===== src/sac_map.svh =====
`ifndef SAC_MAP_SVH
`define SAC_MAP_SVH

// ----------------------------------------------------------------
// Widths and depths
// ----------------------------------------------------------------
`define SAC_DATA_W     12
`define SAC_CNT_W      4
`define SAC_FIFO_DEPTH 4

// ----------------------------------------------------------------
// Field positions of a buffered sample word
// ----------------------------------------------------------------
`define SAC_SMP_D1_LSB 0
`define SAC_SMP_D2_LSB 12

// ----------------------------------------------------------------
// Reset values
// ----------------------------------------------------------------
`define SAC_RST_THRESH 12'h000
`define SAC_RST_MASK   12'hFFF
`define SAC_RST_CNT    4'h0
`define SAC_RST_FLAG   1'h0

`endif


===== src/sac_pkg.sv =====
`include "sac_map.svh"

package sac_pkg;

  // ----------------------------------------------------------------
  // Mask latch phase
  // ----------------------------------------------------------------
  typedef enum logic [0:0] {
    SAC_MASK_OPEN   = 1'b0,
    SAC_MASK_LOCKED = 1'b1
  } sac_mask_e;

  // ----------------------------------------------------------------
  // Carriers
  // ----------------------------------------------------------------
  typedef logic signed [`SAC_DATA_W-1:0] sac_data_t;

  typedef struct packed {
    sac_data_t data2;
    sac_data_t data1;
  } sac_sample_s;

  typedef struct packed {
    logic                  two_record_sum_mode;
    logic [`SAC_DATA_W-1:0] threshold;
    logic [`SAC_CNT_W-1:0]  arm_sample_count;
  } sac_cfg_s;

endpackage


===== src/sac_fifo.sv =====
`timescale 1ns/1ps
`include "sac_map.svh"

module sac_fifo #(
  parameter int WIDTH = 24,
  parameter int DEPTH = `SAC_FIFO_DEPTH
) (
  // Clock and reset
  input  wire logic             clock,
  input  wire logic             resetn,
  // Fill side
  input  wire logic             in_valid,
  output logic                  in_ready_ff,
  input  wire logic [WIDTH-1:0] in_data,
  // Drain side
  output logic                  out_valid_ff,
  input  wire logic             out_ready,
  output logic      [WIDTH-1:0] out_data
);

  localparam int AW = $clog2(DEPTH);

  // Pointers wrap by overflow, so the depth must be a power of two
  initial begin
    if (DEPTH < 2 || (DEPTH & (DEPTH - 1)) != 0 || WIDTH < 1) begin
      $error("sac_fifo: unsupported WIDTH or DEPTH");
    end
  end

  logic [WIDTH-1:0] mem [DEPTH];
  logic [AW-1:0]    wr_ptr_ff;
  logic [AW-1:0]    rd_ptr_ff;
  logic [AW:0]      count_ff;
  logic [AW-1:0]    nxt_wr_ptr;
  logic [AW-1:0]    nxt_rd_ptr;
  logic [AW:0]      nxt_count;
  logic             push;
  logic             pop;

  // ----------------------------------------------------------------
  // Occupancy
  // ----------------------------------------------------------------
  always_comb begin
    push       = in_valid && in_ready_ff;
    pop        = out_valid_ff && out_ready;
    nxt_wr_ptr = push ? AW'(wr_ptr_ff + 1'b1) : wr_ptr_ff;
    nxt_rd_ptr = pop ? AW'(rd_ptr_ff + 1'b1) : rd_ptr_ff;
    nxt_count  = count_ff;
    if (push && !pop) begin
      nxt_count = (AW+1)'(count_ff + 1'b1);
    end else if (pop && !push) begin
      nxt_count = (AW+1)'(count_ff - 1'b1);
    end
  end

  always_ff @(posedge clock or negedge resetn) begin
    if (!resetn) begin
      wr_ptr_ff    <= '0;
      rd_ptr_ff    <= '0;
      count_ff     <= '0;
      in_ready_ff  <= 1'b0;
      out_valid_ff <= 1'b0;
    end else begin
      wr_ptr_ff    <= nxt_wr_ptr;
      rd_ptr_ff    <= nxt_rd_ptr;
      count_ff     <= nxt_count;
      in_ready_ff  <= (nxt_count != (AW+1)'(DEPTH));
      out_valid_ff <= (nxt_count != '0);
    end
  end

  // ----------------------------------------------------------------
  // Storage
  // ----------------------------------------------------------------
  always_ff @(posedge clock) begin
    if (push) begin
      mem[wr_ptr_ff] <= in_data;
    end
  end

  assign out_data = mem[rd_ptr_ff];

endmodule


===== src/sac_arm.sv =====
// Contract
// - Above threshold: same-sign counter up, other down
// - Below threshold: both counters count down
// - Arm while a counter reaches configured count
// - Sum mode: record holds data1 plus data2
// - Sum mode: sum sign picks counter direction
// - Mask latched once per reset, enable plus read
// - Late mask change sets command window error
// - No deployment current count, no diagnostic result
`timescale 1ns/1ps
`include "sac_map.svh"

module sac_arm #(
  parameter int DATA_W = `SAC_DATA_W,
  parameter int CNT_W  = `SAC_CNT_W,
  parameter int DEPTH  = `SAC_FIFO_DEPTH
) (
  // Clock and reset
  input  wire logic                  clock,
  input  wire logic                  resetn,
  // Sample stream
  input  wire logic                  sample_valid,
  output logic                       sample_ready,
  input  wire sac_pkg::sac_sample_s  sample,
  // Configuration
  input  wire sac_pkg::sac_cfg_s     cfg,
  input  wire logic                  safing_record_enable,
  input  wire logic [DATA_W-1:0]     safing_sample_mask,
  input  wire logic                  mask_write,
  input  wire logic                  safing_control_read_command,
  input  wire logic                  command_window_error_clear,
  // Status
  output logic                       arming,
  output logic                       command_window_error,
  output logic                       mask_locked,
  output logic signed [DATA_W:0]     record_value,
  output logic [CNT_W-1:0]           pos_count,
  output logic [CNT_W-1:0]           neg_count,
  output logic                       deploy_current_valid,
  output logic                       hsd_diag_valid
);
  import sac_pkg::*;

  // Packed carriers are sized by the map header, so the widths must agree
  initial begin
    if (DATA_W != `SAC_DATA_W || CNT_W != `SAC_CNT_W || CNT_W < 1) begin
      $error("sac_arm: DATA_W or CNT_W does not match the sample carrier");
    end
  end

  // ----------------------------------------------------------------
  // Counter helpers
  // ----------------------------------------------------------------
  function automatic logic [CNT_W-1:0] sat_inc(input logic [CNT_W-1:0] v);
    sat_inc = (v == '1) ? v : CNT_W'(v + 1'b1);
  endfunction

  function automatic logic [CNT_W-1:0] sat_dec(input logic [CNT_W-1:0] v);
    sat_dec = (v == '0) ? v : CNT_W'(v - 1'b1);
  endfunction

  // ----------------------------------------------------------------
  // Input buffer
  // ----------------------------------------------------------------
  sac_sample_s buf_sample;
  logic        buf_valid;
  logic        take;
  sac_mask_e   mask_state_ff;

  // Draining stalls until the mask is locked and the record enabled
  assign take = buf_valid && safing_record_enable && (mask_state_ff == SAC_MASK_LOCKED);

  sac_fifo #(
    .WIDTH ($bits(sac_sample_s)),
    .DEPTH (DEPTH)
  ) sac_fifo_inst (
    .clock        (clock),
    .resetn       (resetn),
    .in_valid     (sample_valid),
    .in_ready_ff  (sample_ready),
    .in_data      (sample),
    .out_valid_ff (buf_valid),
    .out_ready    (take),
    .out_data     (buf_sample)
  );

  // ----------------------------------------------------------------
  // Mask latch and command window
  // ----------------------------------------------------------------
  logic [DATA_W-1:0] mask_shadow_ff;
  logic [DATA_W-1:0] mask_ff;
  logic              cmd_err_ff;
  logic [DATA_W-1:0] nxt_mask_shadow;
  logic [DATA_W-1:0] nxt_mask;
  sac_mask_e         nxt_mask_state;
  logic              nxt_cmd_err;
  logic              late_write;

  always_comb begin
    nxt_mask_shadow = mask_shadow_ff;
    nxt_mask        = mask_ff;
    nxt_mask_state  = mask_state_ff;
    late_write      = 1'b0;
    case (mask_state_ff)
      SAC_MASK_OPEN: begin
        if (mask_write) begin
          nxt_mask_shadow = safing_sample_mask;
        end
        // Only one latch per reset cycle; later changes cannot take effect
        if (safing_record_enable && safing_control_read_command) begin
          nxt_mask       = mask_write ? safing_sample_mask : mask_shadow_ff;
          nxt_mask_state = SAC_MASK_LOCKED;
        end
      end
      SAC_MASK_LOCKED: begin
        late_write = mask_write;
      end
      default: begin
        nxt_mask_state = SAC_MASK_OPEN;
      end
    endcase
    // A new late write in the clearing cycle wins over the clear
    nxt_cmd_err = late_write || (cmd_err_ff && !command_window_error_clear);
  end

  always_ff @(posedge clock or negedge resetn) begin
    if (!resetn) begin
      mask_shadow_ff <= `SAC_RST_MASK;
      mask_ff        <= `SAC_RST_MASK;
      mask_state_ff  <= SAC_MASK_OPEN;
      cmd_err_ff     <= `SAC_RST_FLAG;
    end else begin
      mask_shadow_ff <= nxt_mask_shadow;
      mask_ff        <= nxt_mask;
      mask_state_ff  <= nxt_mask_state;
      cmd_err_ff     <= nxt_cmd_err;
    end
  end

  // ----------------------------------------------------------------
  // Sample evaluation
  // ----------------------------------------------------------------
  logic signed [DATA_W-1:0] m1;
  logic signed [DATA_W-1:0] m2;
  logic signed [DATA_W:0]   rec;
  logic        [DATA_W:0]   mag;
  logic                     rec_neg;
  logic                     above;

  always_comb begin
    m1 = buf_sample.data1 & mask_ff;
    m2 = buf_sample.data2 & mask_ff;
    // One extra bit keeps the sum of two full-scale samples exact
    if (cfg.two_record_sum_mode) begin
      rec = (DATA_W+1)'(m1) + (DATA_W+1)'(m2);
    end else begin
      rec = (DATA_W+1)'(m1);
    end
    rec_neg = rec[DATA_W];
    mag     = rec_neg ? (DATA_W+1)'(-rec) : rec;
    above   = (mag > {1'b0, cfg.threshold});
  end

  // ----------------------------------------------------------------
  // Event counters and arming
  // ----------------------------------------------------------------
  logic [CNT_W-1:0]       pos_ff;
  logic [CNT_W-1:0]       neg_ff;
  logic                   arm_ff;
  logic signed [DATA_W:0] record_ff;
  logic [CNT_W-1:0]       nxt_pos;
  logic [CNT_W-1:0]       nxt_neg;
  logic                   nxt_arm;
  logic signed [DATA_W:0] nxt_record;

  always_comb begin
    nxt_pos    = pos_ff;
    nxt_neg    = neg_ff;
    nxt_record = record_ff;
    if (take) begin
      nxt_record = rec;
      if (above && !rec_neg) begin
        nxt_pos = sat_inc(pos_ff);
        nxt_neg = sat_dec(neg_ff);
      end else if (above) begin
        nxt_neg = sat_inc(neg_ff);
        nxt_pos = sat_dec(pos_ff);
      end else begin
        nxt_pos = sat_dec(pos_ff);
        nxt_neg = sat_dec(neg_ff);
      end
    end
    // Arming follows the counters level-wise, so removal is as prompt as setting
    nxt_arm = (nxt_pos >= cfg.arm_sample_count) || (nxt_neg >= cfg.arm_sample_count);
  end

  always_ff @(posedge clock or negedge resetn) begin
    if (!resetn) begin
      pos_ff    <= `SAC_RST_CNT;
      neg_ff    <= `SAC_RST_CNT;
      arm_ff    <= `SAC_RST_FLAG;
      record_ff <= '0;
    end else begin
      pos_ff    <= nxt_pos;
      neg_ff    <= nxt_neg;
      arm_ff    <= nxt_arm;
      record_ff <= nxt_record;
    end
  end

  // ----------------------------------------------------------------
  // Deployment current features
  // ----------------------------------------------------------------
  logic dep_ff;

  // Kept as a register so the pins stay defined; never set
  always_ff @(posedge clock or negedge resetn) begin
    if (!resetn) begin
      dep_ff <= `SAC_RST_FLAG;
    end else begin
      dep_ff <= 1'b0;
    end
  end

  // ----------------------------------------------------------------
  // Outputs
  // ----------------------------------------------------------------
  assign arming               = arm_ff;
  assign command_window_error = cmd_err_ff;
  assign mask_locked          = mask_state_ff;
  assign record_value         = record_ff;
  assign pos_count            = pos_ff;
  assign neg_count            = neg_ff;
  assign deploy_current_valid = dep_ff;
  assign hsd_diag_valid       = dep_ff;
endmodule


===== config.mk =====
export PLATFORM = sky130hd
export DESIGN_NAME = sac_arm
export DESIGN_NICKNAME = d
export VERILOG_FILES = /design/src/sac_pkg.sv /design/src/sac_fifo.sv /design/src/sac_arm.sv
export VERILOG_INCLUDE_DIRS = /design/src
export SDC_FILE = /design/constraint.sdc
export NUM_CORES = 1
export LEC_CHECK = 0
export BUFFER_PORTS_ARGS = -buffer_cell sky130_fd_sc_hd__buf_2
export CORE_MARGIN = 3
export CORE_UTILIZATION = 53
export DETAILED_ROUTE_END_ITERATION = 12
export GPL_TIMING_DRIVEN = 0
export HOLD_SLACK_MARGIN = 0.08
export PLACE_DENSITY = 0.81
export SKIP_LAST_GASP = 1
export SYNTH_ARGS = -nofsm -noshare
export SYNTH_HDL_FRONTEND = slang
export SYNTH_SLANG_ARGS = --single-unit

===== constraint.sdc =====
create_clock -name clock -period 6.4 [get_ports clock]
set_input_delay 1.92 -clock clock [delete_from_list [all_inputs] [get_ports clock]]
set_output_delay 1.92 -clock clock [all_outputs]
set_load 0.02 [all_outputs]

=== Yosys cells after proc, flatten, opt, wreduce, memory -nomap -nowiden ===
Memory sizes are Yosys's and may differ from the RTL's.
Cells that the tools add are included.

* Flip-flop bits (word level): 57
* Memory bits (writable): 96
* Bits of input ports: 60
* Output and inout port bits: 27
* Word-level logic and storage cells: 71
* Memories kept: 1

* Add/sub/neg operators: 10
* Magnitude comparators: 3
* Equal/unequal tests: 3
* Mux-type cells: 19
* Bitwise logic cells: 3
* Reductions and logical operators: 19

{| class="wikitable"
|+ Memory list
! name !! words !! bits a word !! rd ports !! clocked after Yosys merged registers in !! wr ports !! RTL line !! text
|-
| sac_fifo_inst.mem || 4 || 24 || 1 || 0 || 1 || sac_fifo.sv:30 || <nowiki>logic [WIDTH-1:0] mem [DEPTH];</nowiki>
|}

{| class="wikitable"
|+ Operators by type and width
! kind !! count
|-
| 2-to-1 mux 4 bit || 9
|-
| 2-to-1 mux 13 bit || 2
|-
| bitwise AND 12 bit || 2
|-
| adder 12 x 12 -> 13 bit || 1
|-
| > comparator 13 x 12 -> 1 bit || 1
|-
| negator 13 bit || 1
|-
| 2-to-1 mux 12 bit || 1
|-
| logical AND 1 bit || 9
|-
| adder 4 x 1 -> 4 bit (second input constant) || 2
|-
| equality test 4 bit (second input constant) || 2
|-
| greater-or-equal comparator 4 bit || 2
|-
| logical NOT 4 bit || 2
|-
| subtractor 4 x 1 -> 4 bit (second input constant) || 2
|-
| 2-to-1 mux 3 bit || 2
|-
| 2-to-1 mux 1 bit || 5
|-
| adder 2 x 1 -> 2 bit (second input constant) || 2
|-
| logical NOT 1 bit || 4
|-
| adder 3 x 1 -> 3 bit (second input constant) || 1
|-
| inequality test 3 bit (second input constant) || 1
|-
| nonzero test 3 bit || 1
|-
| subtractor 3 x 1 -> 3 bit (second input constant) || 1
|-
| logical OR 1 bit || 2
|-
| AND reduction 2 bit || 1
|-
| inverter 1 bit || 1
|}

=== Depth between registers and ports, before layout ===
An unclocked memory read counts as a cell.

* Depth in word-level cells: 12
* Gate-level depth with buffers: 33
* Depth with buffers taken out: 30

=== By module ===
Synthesis repeated with hierarchy kept, for this count alone.

* Cells, all modules: 632
* Area, all modules: 8,125.3 um^2

{| class="wikitable"
|+ Modules (own cells, without submodules)
! module !! times used !! cells an instance !! area each (um^2)
|-
| sac_arm || 1 || 459 || 4,103.9
|-
| sac_fifo || 1 || 173 || 4,021.4
|}

=== Least setup slack after synthesis ===
No wires, ideal clock.

* Kind: in2reg
* From: input cfg[16] (netlist bit)
* To: register arm_ff (netlist: arming)
* Arrival time: 6,956 ps
* Data required time: 6,272 ps
* Setup slack: -684 ps
* Cell stages on the path: 27
* Cells stage by stage: clkbuf_1 buf_1 buf_1 mux2i_1 ha_1 inv_1 a221oi_2 o211ai_1 a211oi_2 nand4_1 nor2b_1 xnor2_1 ha_1 nand2_1 nor2_1 a2111o_1 o221ai_1 a21oi_1 o21bai_2 mux2_2 xnor2_1 ha_1 nand2b_1 a21oi_1 nor2b_1 o21ai_0 nand3_1

* Cells in the longest elaborated chain, start to end: 9

{| class="wikitable"
|+ Ends and longest elaborated chain
! element !! RTL line !! text
|-
| start, declared || sac_arm.sv:26 || <nowiki>input wire sac_pkg::sac_cfg_s cfg,</nowiki>
|-
| 2-to-1 mux 13 bit * || sac_arm.sv:154 || <nowiki>if (cfg.two_record_sum_mode) begin</nowiki>
|-
| negator 13 bit || sac_arm.sv:160 || <nowiki>mag = rec_neg ? (DATA_W+1)'(-rec) : rec;</nowiki>
|-
| 2-to-1 mux 13 bit || sac_arm.sv:160 ||
|-
| > comparator 13 x 12 -> 1 bit || sac_arm.sv:161 || <nowiki>above = (mag > {1'b0, cfg.threshold});</nowiki>
|-
| 2-to-1 mux 4 bit or logical AND 1 bit (tied branches) || sac_arm.sv:185, sac_arm.sv:182 ||
|-
| 2-to-1 mux 4 bit || sac_arm.sv:182 || <nowiki>if (above && !rec_neg) begin</nowiki>
|-
| 2-to-1 mux 4 bit || sac_arm.sv:180 || <nowiki>if (take) begin</nowiki>
|-
| greater-or-equal comparator 4 bit || sac_arm.sv:194 || <nowiki>nxt_arm = (nxt_pos >= cfg.arm_sample_count) || (nxt_neg >= cfg.arm_sample_count);</nowiki>
|-
| logical OR 1 bit * || sac_arm.sv:194 ||
|-
| named net nxt_arm || sac_arm.sv:173 || <nowiki>logic nxt_arm;</nowiki>
|-
| end signal, assigned || sac_arm.sv:201 || <nowiki>arm_ff <= `SAC_RST_FLAG;</nowiki>
|-
| end signal, assigned || sac_arm.sv:206 || <nowiki>arm_ff <= nxt_arm;</nowiki>
|-
| end, declared || sac_arm.sv:169 || <nowiki>logic arm_ff;</nowiki>
|}

Mark *: on every way through the listed nets, which the timed path passes. The rest lies on a longest branch.
A chain may end at the register's enable or synchronous reset.

=== Final worst setup path ===
* From: input cfg[16] (netlist bit)
* To: register arm_ff (netlist: arming)

* Cells in the longest elaborated chain, start to end: 9

{| class="wikitable"
|+ Ends and longest elaborated chain
! element !! RTL line !! text
|-
| 2-to-1 mux 13 bit * || sac_arm.sv:154 ||
|-
| negator 13 bit || sac_arm.sv:160 ||
|-
| 2-to-1 mux 13 bit || sac_arm.sv:160 ||
|-
| > comparator 13 x 12 -> 1 bit || sac_arm.sv:161 ||
|-
| logical AND 1 bit * || sac_arm.sv:182 ||
|-
| 2-to-1 mux 4 bit * || sac_arm.sv:182 ||
|-
| 2-to-1 mux 4 bit * || sac_arm.sv:180 ||
|-
| named net nxt_pos[1] || sac_arm.sv:171 || <nowiki>logic [CNT_W-1:0] nxt_pos;</nowiki>
|-
| greater-or-equal comparator 4 bit * || sac_arm.sv:194 ||
|-
| logical OR 1 bit * || sac_arm.sv:194 ||
|-
| named net nxt_arm || sac_arm.sv:173 ||
|}

Marks and branches as above.

==> PnR_summary.wiki <==
{| class="wikitable"
! Metric !! Value
|-
| Static leakage power || 4.08 nW
|-
| Total count of hold-check failures in the final report || 0
|-
| Clock slew seen by the registers of the worst setup and hold paths || 0.06 ns
|-
| Internal Pwr Total || 0.00290 W
|-
| Top_reg_cell synth || sky130_fd_sc_hd__edfxtp_1
|-
| Clock share of power || 21.1%
|-
| Post-Layout Cell Count || 950
|-
| YS warnings || 0
|-
| Number of global-route vias before repair || 5578
|-
| First-pass GRT wire length || 28000 um
|-
| Total of flip-flops plus latches after synthesis || 153
|-
| Initial standard-cell utilization of the core || 55.1%
|-
| Type of the worst setup path || in -> reg
|-
| Endpoint kind of the worst setup timing path || flip-flop
|-
| Post-DRT Antenna Nets || 0
|-
| Required time of the worst setup path || 6.71 ns
|-
| Sinks on the clock net || 153
|-
| Die extent in y || 127 um
|-
| Share of synthesized area occupied by flip-flops and latches || 55.7%
|-
| Netlist area before placement || 7790 um^2
|-
| Drc violations || 0
|-
| Proportion of total power due to net switching || 36.7%
|-
| Synth-to-layout area growth || 25.0%
|-
| Largest incremental delay on the critical path || 0.32 ns
|-
| Async set-reset flop share out of synthesis || 37.3%
|-
| Worst-case headroom to the max-slew limit || 16.2%
|-
| Maximum number of pins on one net before global-route repair || 58
|-
| Final core utilization || 68.9%
|-
| Worst path slowest cell || sky130_fd_sc_hd__a311oi_2
|-
| Number of max-cap violations || 0
|-
| Achievable clock frequency || 0.158 GHz
|-
| Final routed wirelength across all metal layers || 18500 um
|-
| Combined global-route utilization of all metal layers || 22.6%
|-
| Placed wire-length estimate || 11800 um
|-
| Placed Cells incl. Taps || 874
|-
| Outcome || finished, final reports clean
|-
| Fraction of synthesized cell area taken by the top area cell type || 37.0%
|-
| Drt wl/cell || 19.5 um
|-
| Via total after detailed routing || 5574
|-
| Layout fillers || 939
|-
| Via-per-instance ratio || 5.87
|-
| Number of flops mapped to enable cells by yosys || 96
|-
| Final nets || 861
|-
| VDD IR max || 0.335 mV
|-
| Total I/O pin count || 87
|-
| Area enclosed by the die boundary || 16200 um^2
|-
| Initial DRC count || 473
|-
| Part of the power in registers || 32.1%
|-
| First-pass DRT Iterations || 5
|-
| Combinational Power Share || 46.8%
|-
| Cell family with most CP delay || compound AO/OA/AOI/OAI gates
|-
| Post-synthesis cell type with the largest combined area || sky130_fd_sc_hd__edfxtp_1
|-
| Row Count || 43
|-
| Most common cell in the netlist || sky130_fd_sc_hd__edfxtp_1
|-
| Setup repair after global routing missed its margin || true
|-
| Buffers plus inverters on the worst setup path || 5
|-
| Clock tree from TritonCTS || yes
|-
| Yosys cell types || 66
|-
| Maximum fanout encountered on the critical timing path || 7
|-
| Clock buffers created by TritonCTS || 17
|-
| Cell type with the highest occurrence count on the critical path || sky130_fd_sc_hd__buf_8
|-
| Initial antenna violation count || 0
|-
| Number of levels the H-tree was split into || 4
|-
| Worst setup SP type || input pin
|-
| Mapped Avg Cell Area || 12.8 um^2
|-
| Switching power || 0.00168 W
|-
| Share of layout cells above drive strength 1 || 36.4%
|-
| Cells taking the most area after synthesis || sky130_fd_sc_hd__edfxtp_1 37%, sky130_fd_sc_hd__dfrtp_1 11%, sky130_fd_sc_hd__dfstp_2 8.1%
|-
| Sum of internal, switching and leakage power || 0.00459 W
|-
| Longest Clk Path Bufs || 2
|-
| Die boundary width || 127 um
|-
| Setup skew after layout || 0.00824 ns
|-
| Overall overflow remaining after global route || 0
|-
| Final setup violating endpoints || 0
|-
| Arrival time at the worst endpoint || 6.63 ns
|-
| Post-layout minimum cycle time || 6.32 ns
|-
| Number of max-slew violations in the final report || 0
|-
| Transition at the pin with the smallest max-transition slack || 1.26 ns
|-
| Clk Latency, worst-skew pair || 0.43 ns
|-
| Mapped Cells || 610
|-
| Placer Congestion || 0.796
|-
| Buffers on Ports || 83
|-
| Clock Tree Root || sky130_fd_sc_hd__clkbuf_16
|-
| Antenna cells || 0
|-
| Top cells by instance count after synthesis || 96 x sky130_fd_sc_hd__edfxtp_1, 48 x sky130_fd_sc_hd__nand2_1, 43 x sky130_fd_sc_hd__ha_1, 37 x sky130_fd_sc_hd__o21ai_0, 36 x sky130_fd_sc_hd__inv_1
|-
| Floorplan Core Area || 14100 um^2
|-
| Fraction of the cycle the final worst path needs || 98.8%
|-
| Hold crit path type || reg -> reg
|-
| Pwr per Cell Area || 471 nW/um^2
|}
==> final timing paths <==
check | from | endpoint | slack, ns | cells past startpoint
max | cfg[16] | arming | 0.08 | 27
min | record_value[1] | record_value[1] | 0.48 | 2
max reg2reg | sac_fifo_inst.rd_ptr_ff[0] | arming | 0.09 | 27
min reg2reg | record_value[1] | record_value[1] | 0.48 | 2
max in group asynchronous | resetn | sac_fifo_inst.rd_ptr_ff[1] | 3.80 | 1
min in group asynchronous | resetn | neg_count[3] | 1.77 | 1
==> layout make-up <==
class,instances,area (um^2),area share [%]
Clock buffer,17,425,4.37
Tap cell,180,225,2.31
Multi-Input combinational cell,400,3500,35.9
Buffer,21,186,1.91
Sequential cell,153,4340,44.5
Inverter,36,135,1.39
Clock inverter,15,141,1.45
Timing Repair Buffer,128,793,8.14
==> layer usage <==
metal / routed length, um / GRT usage, %
met1: 7420 / 27.8
met2: 9660 / 38.2
met3: 928 / 5.14
met4: 469 / 10.0
met5: 0 / 0
==> power by group through the flow <==
| stage | registers, W | clock network (W) | logic [W] |
|---|---|---|---|
| 3_3_place_gp | 0.00146 | 0 | 0.00162 |
| 3_5_place_dp | 0.00148 | 0 | 0.00170 |
| 5_1_grt | 0.00150 | 0.00102 | 0.00234 |
| 6_report | 0.00147 | 0.000966 | 0.00215 |
| 4_1_cts | 0.00147 | 0.000972 | 0.00186 |
| 2_1_floorplan | 0.00152 | 0 | 0.00120 |
==> layout by cell type, fill, tap and decap left out, types with 4 or more instances in the layout <==
cell type | synthesis | routed
sky130_fd_sc_hd__nor3_1 | 13 | 12
sky130_fd_sc_hd__dfrtp_1 | 33 | 32
sky130_fd_sc_hd__o21ai_1 | 1 | 4
sky130_fd_sc_hd__clkbuf_16 | 0 | 19
sky130_fd_sc_hd__mux2i_1 | 19 | 18
sky130_fd_sc_hd__inv_1 | 36 | 34
sky130_fd_sc_hd__ha_4 | 0 | 4
sky130_fd_sc_hd__inv_6 | 0 | 4
sky130_fd_sc_hd__ha_1 | 43 | 39
sky130_fd_sc_hd__a21oi_2 | 0 | 5
sky130_fd_sc_hd__buf_8 | 0 | 4
sky130_fd_sc_hd__buf_4 | 2 | 45
sky130_fd_sc_hd__mux2_2 | 17 | 14
sky130_fd_sc_hd__o21ai_0 | 37 | 34
sky130_fd_sc_hd__a21o_1 | 5 | 5
sky130_fd_sc_hd__nand2_1 | 48 | 47
sky130_fd_sc_hd__or3_1 | 5 | 4
sky130_fd_sc_hd__and3_1 | 9 | 9
sky130_fd_sc_hd__buf_2 | 1 | 82
sky130_fd_sc_hd__a21oi_1 | 20 | 14
sky130_fd_sc_hd__mux4_2 | 21 | 21
sky130_fd_sc_hd__nor2_1 | 29 | 29
sky130_fd_sc_hd__and2_1 | 19 | 17
sky130_fd_sc_hd__o211ai_1 | 6 | 6
sky130_fd_sc_hd__nand4_1 | 5 | 5
sky130_fd_sc_hd__clkinv_2 | 0 | 4
sky130_fd_sc_hd__nand3_1 | 9 | 9
sky130_fd_sc_hd__edfxtp_1 | 96 | 96
sky130_fd_sc_hd__nor2b_1 | 10 | 8
sky130_fd_sc_hd__xnor2_1 | 21 | 18
sky130_fd_sc_hd__clkbuf_1 | 14 | 9
sky130_fd_sc_hd__dfstp_2 | 24 | 24
==> per-stage QoR <==
step	hold WS (ns)	cell area, um^2	setup WS [ns]	TNS (ns)
CTS	0.489	9340	0.0132	0
global placement	0.463	8530	-1.11	-2.85
floorplan	0.456	7890	0.0180	0
finish	0.484	9740	0.0794	0
detailed placement	0.474	8530	-1.28	-4.32
global route	0.516	9740	-0.223	-0.223
==> state kept, by name (all words and copies together) (netlist names) <==
register	count
sac_fifo_inst.mem	96
sac_fifo_inst.in_ready_ff	1
mask_ff	12
neg_count	4
sac_fifo_inst.wr_ptr_ff	2
command_window_error	1
mask_locked	1
arming	1
record_value	13
pos_count	4
sac_fifo_inst.out_valid_ff	1
mask_shadow_ff	12
sac_fifo_inst.count_ff	3
sac_fifo_inst.rd_ptr_ff	2
==> cell families after synthesis <==
logic type,Yosys count,synth area share (%)
AOI/OAI and AO/OA,109,9.20
xor gates and xnor gates,24,2.70
adders and majority gates,44,7.16
buffers and inverters,58,3.00
DFF,153,55.7
muxes,59,11.6
other,1,0.0481
and+or+nand+nor,162,10.6
==> tightest hold or removal path, cell delays in order (launching register included) <==
cell                      delay [ns]
sky130_fd_sc_hd__dfrtp_1        0.34
sky130_fd_sc_hd__nand2_1        0.05
sky130_fd_sc_hd__o21ai_0        0.06
==> repair_timing <==
action / CTS / global route
gates resized for setup: 27 / 32
hold buffers: 0 / 0
setup endpoints to repair: 9 / 1
setup buffers: 17 / 27
pin swaps: 14 / 36
gates cloned: 0 / 1
Note: power is estimated with default switching activity, not from simulation.
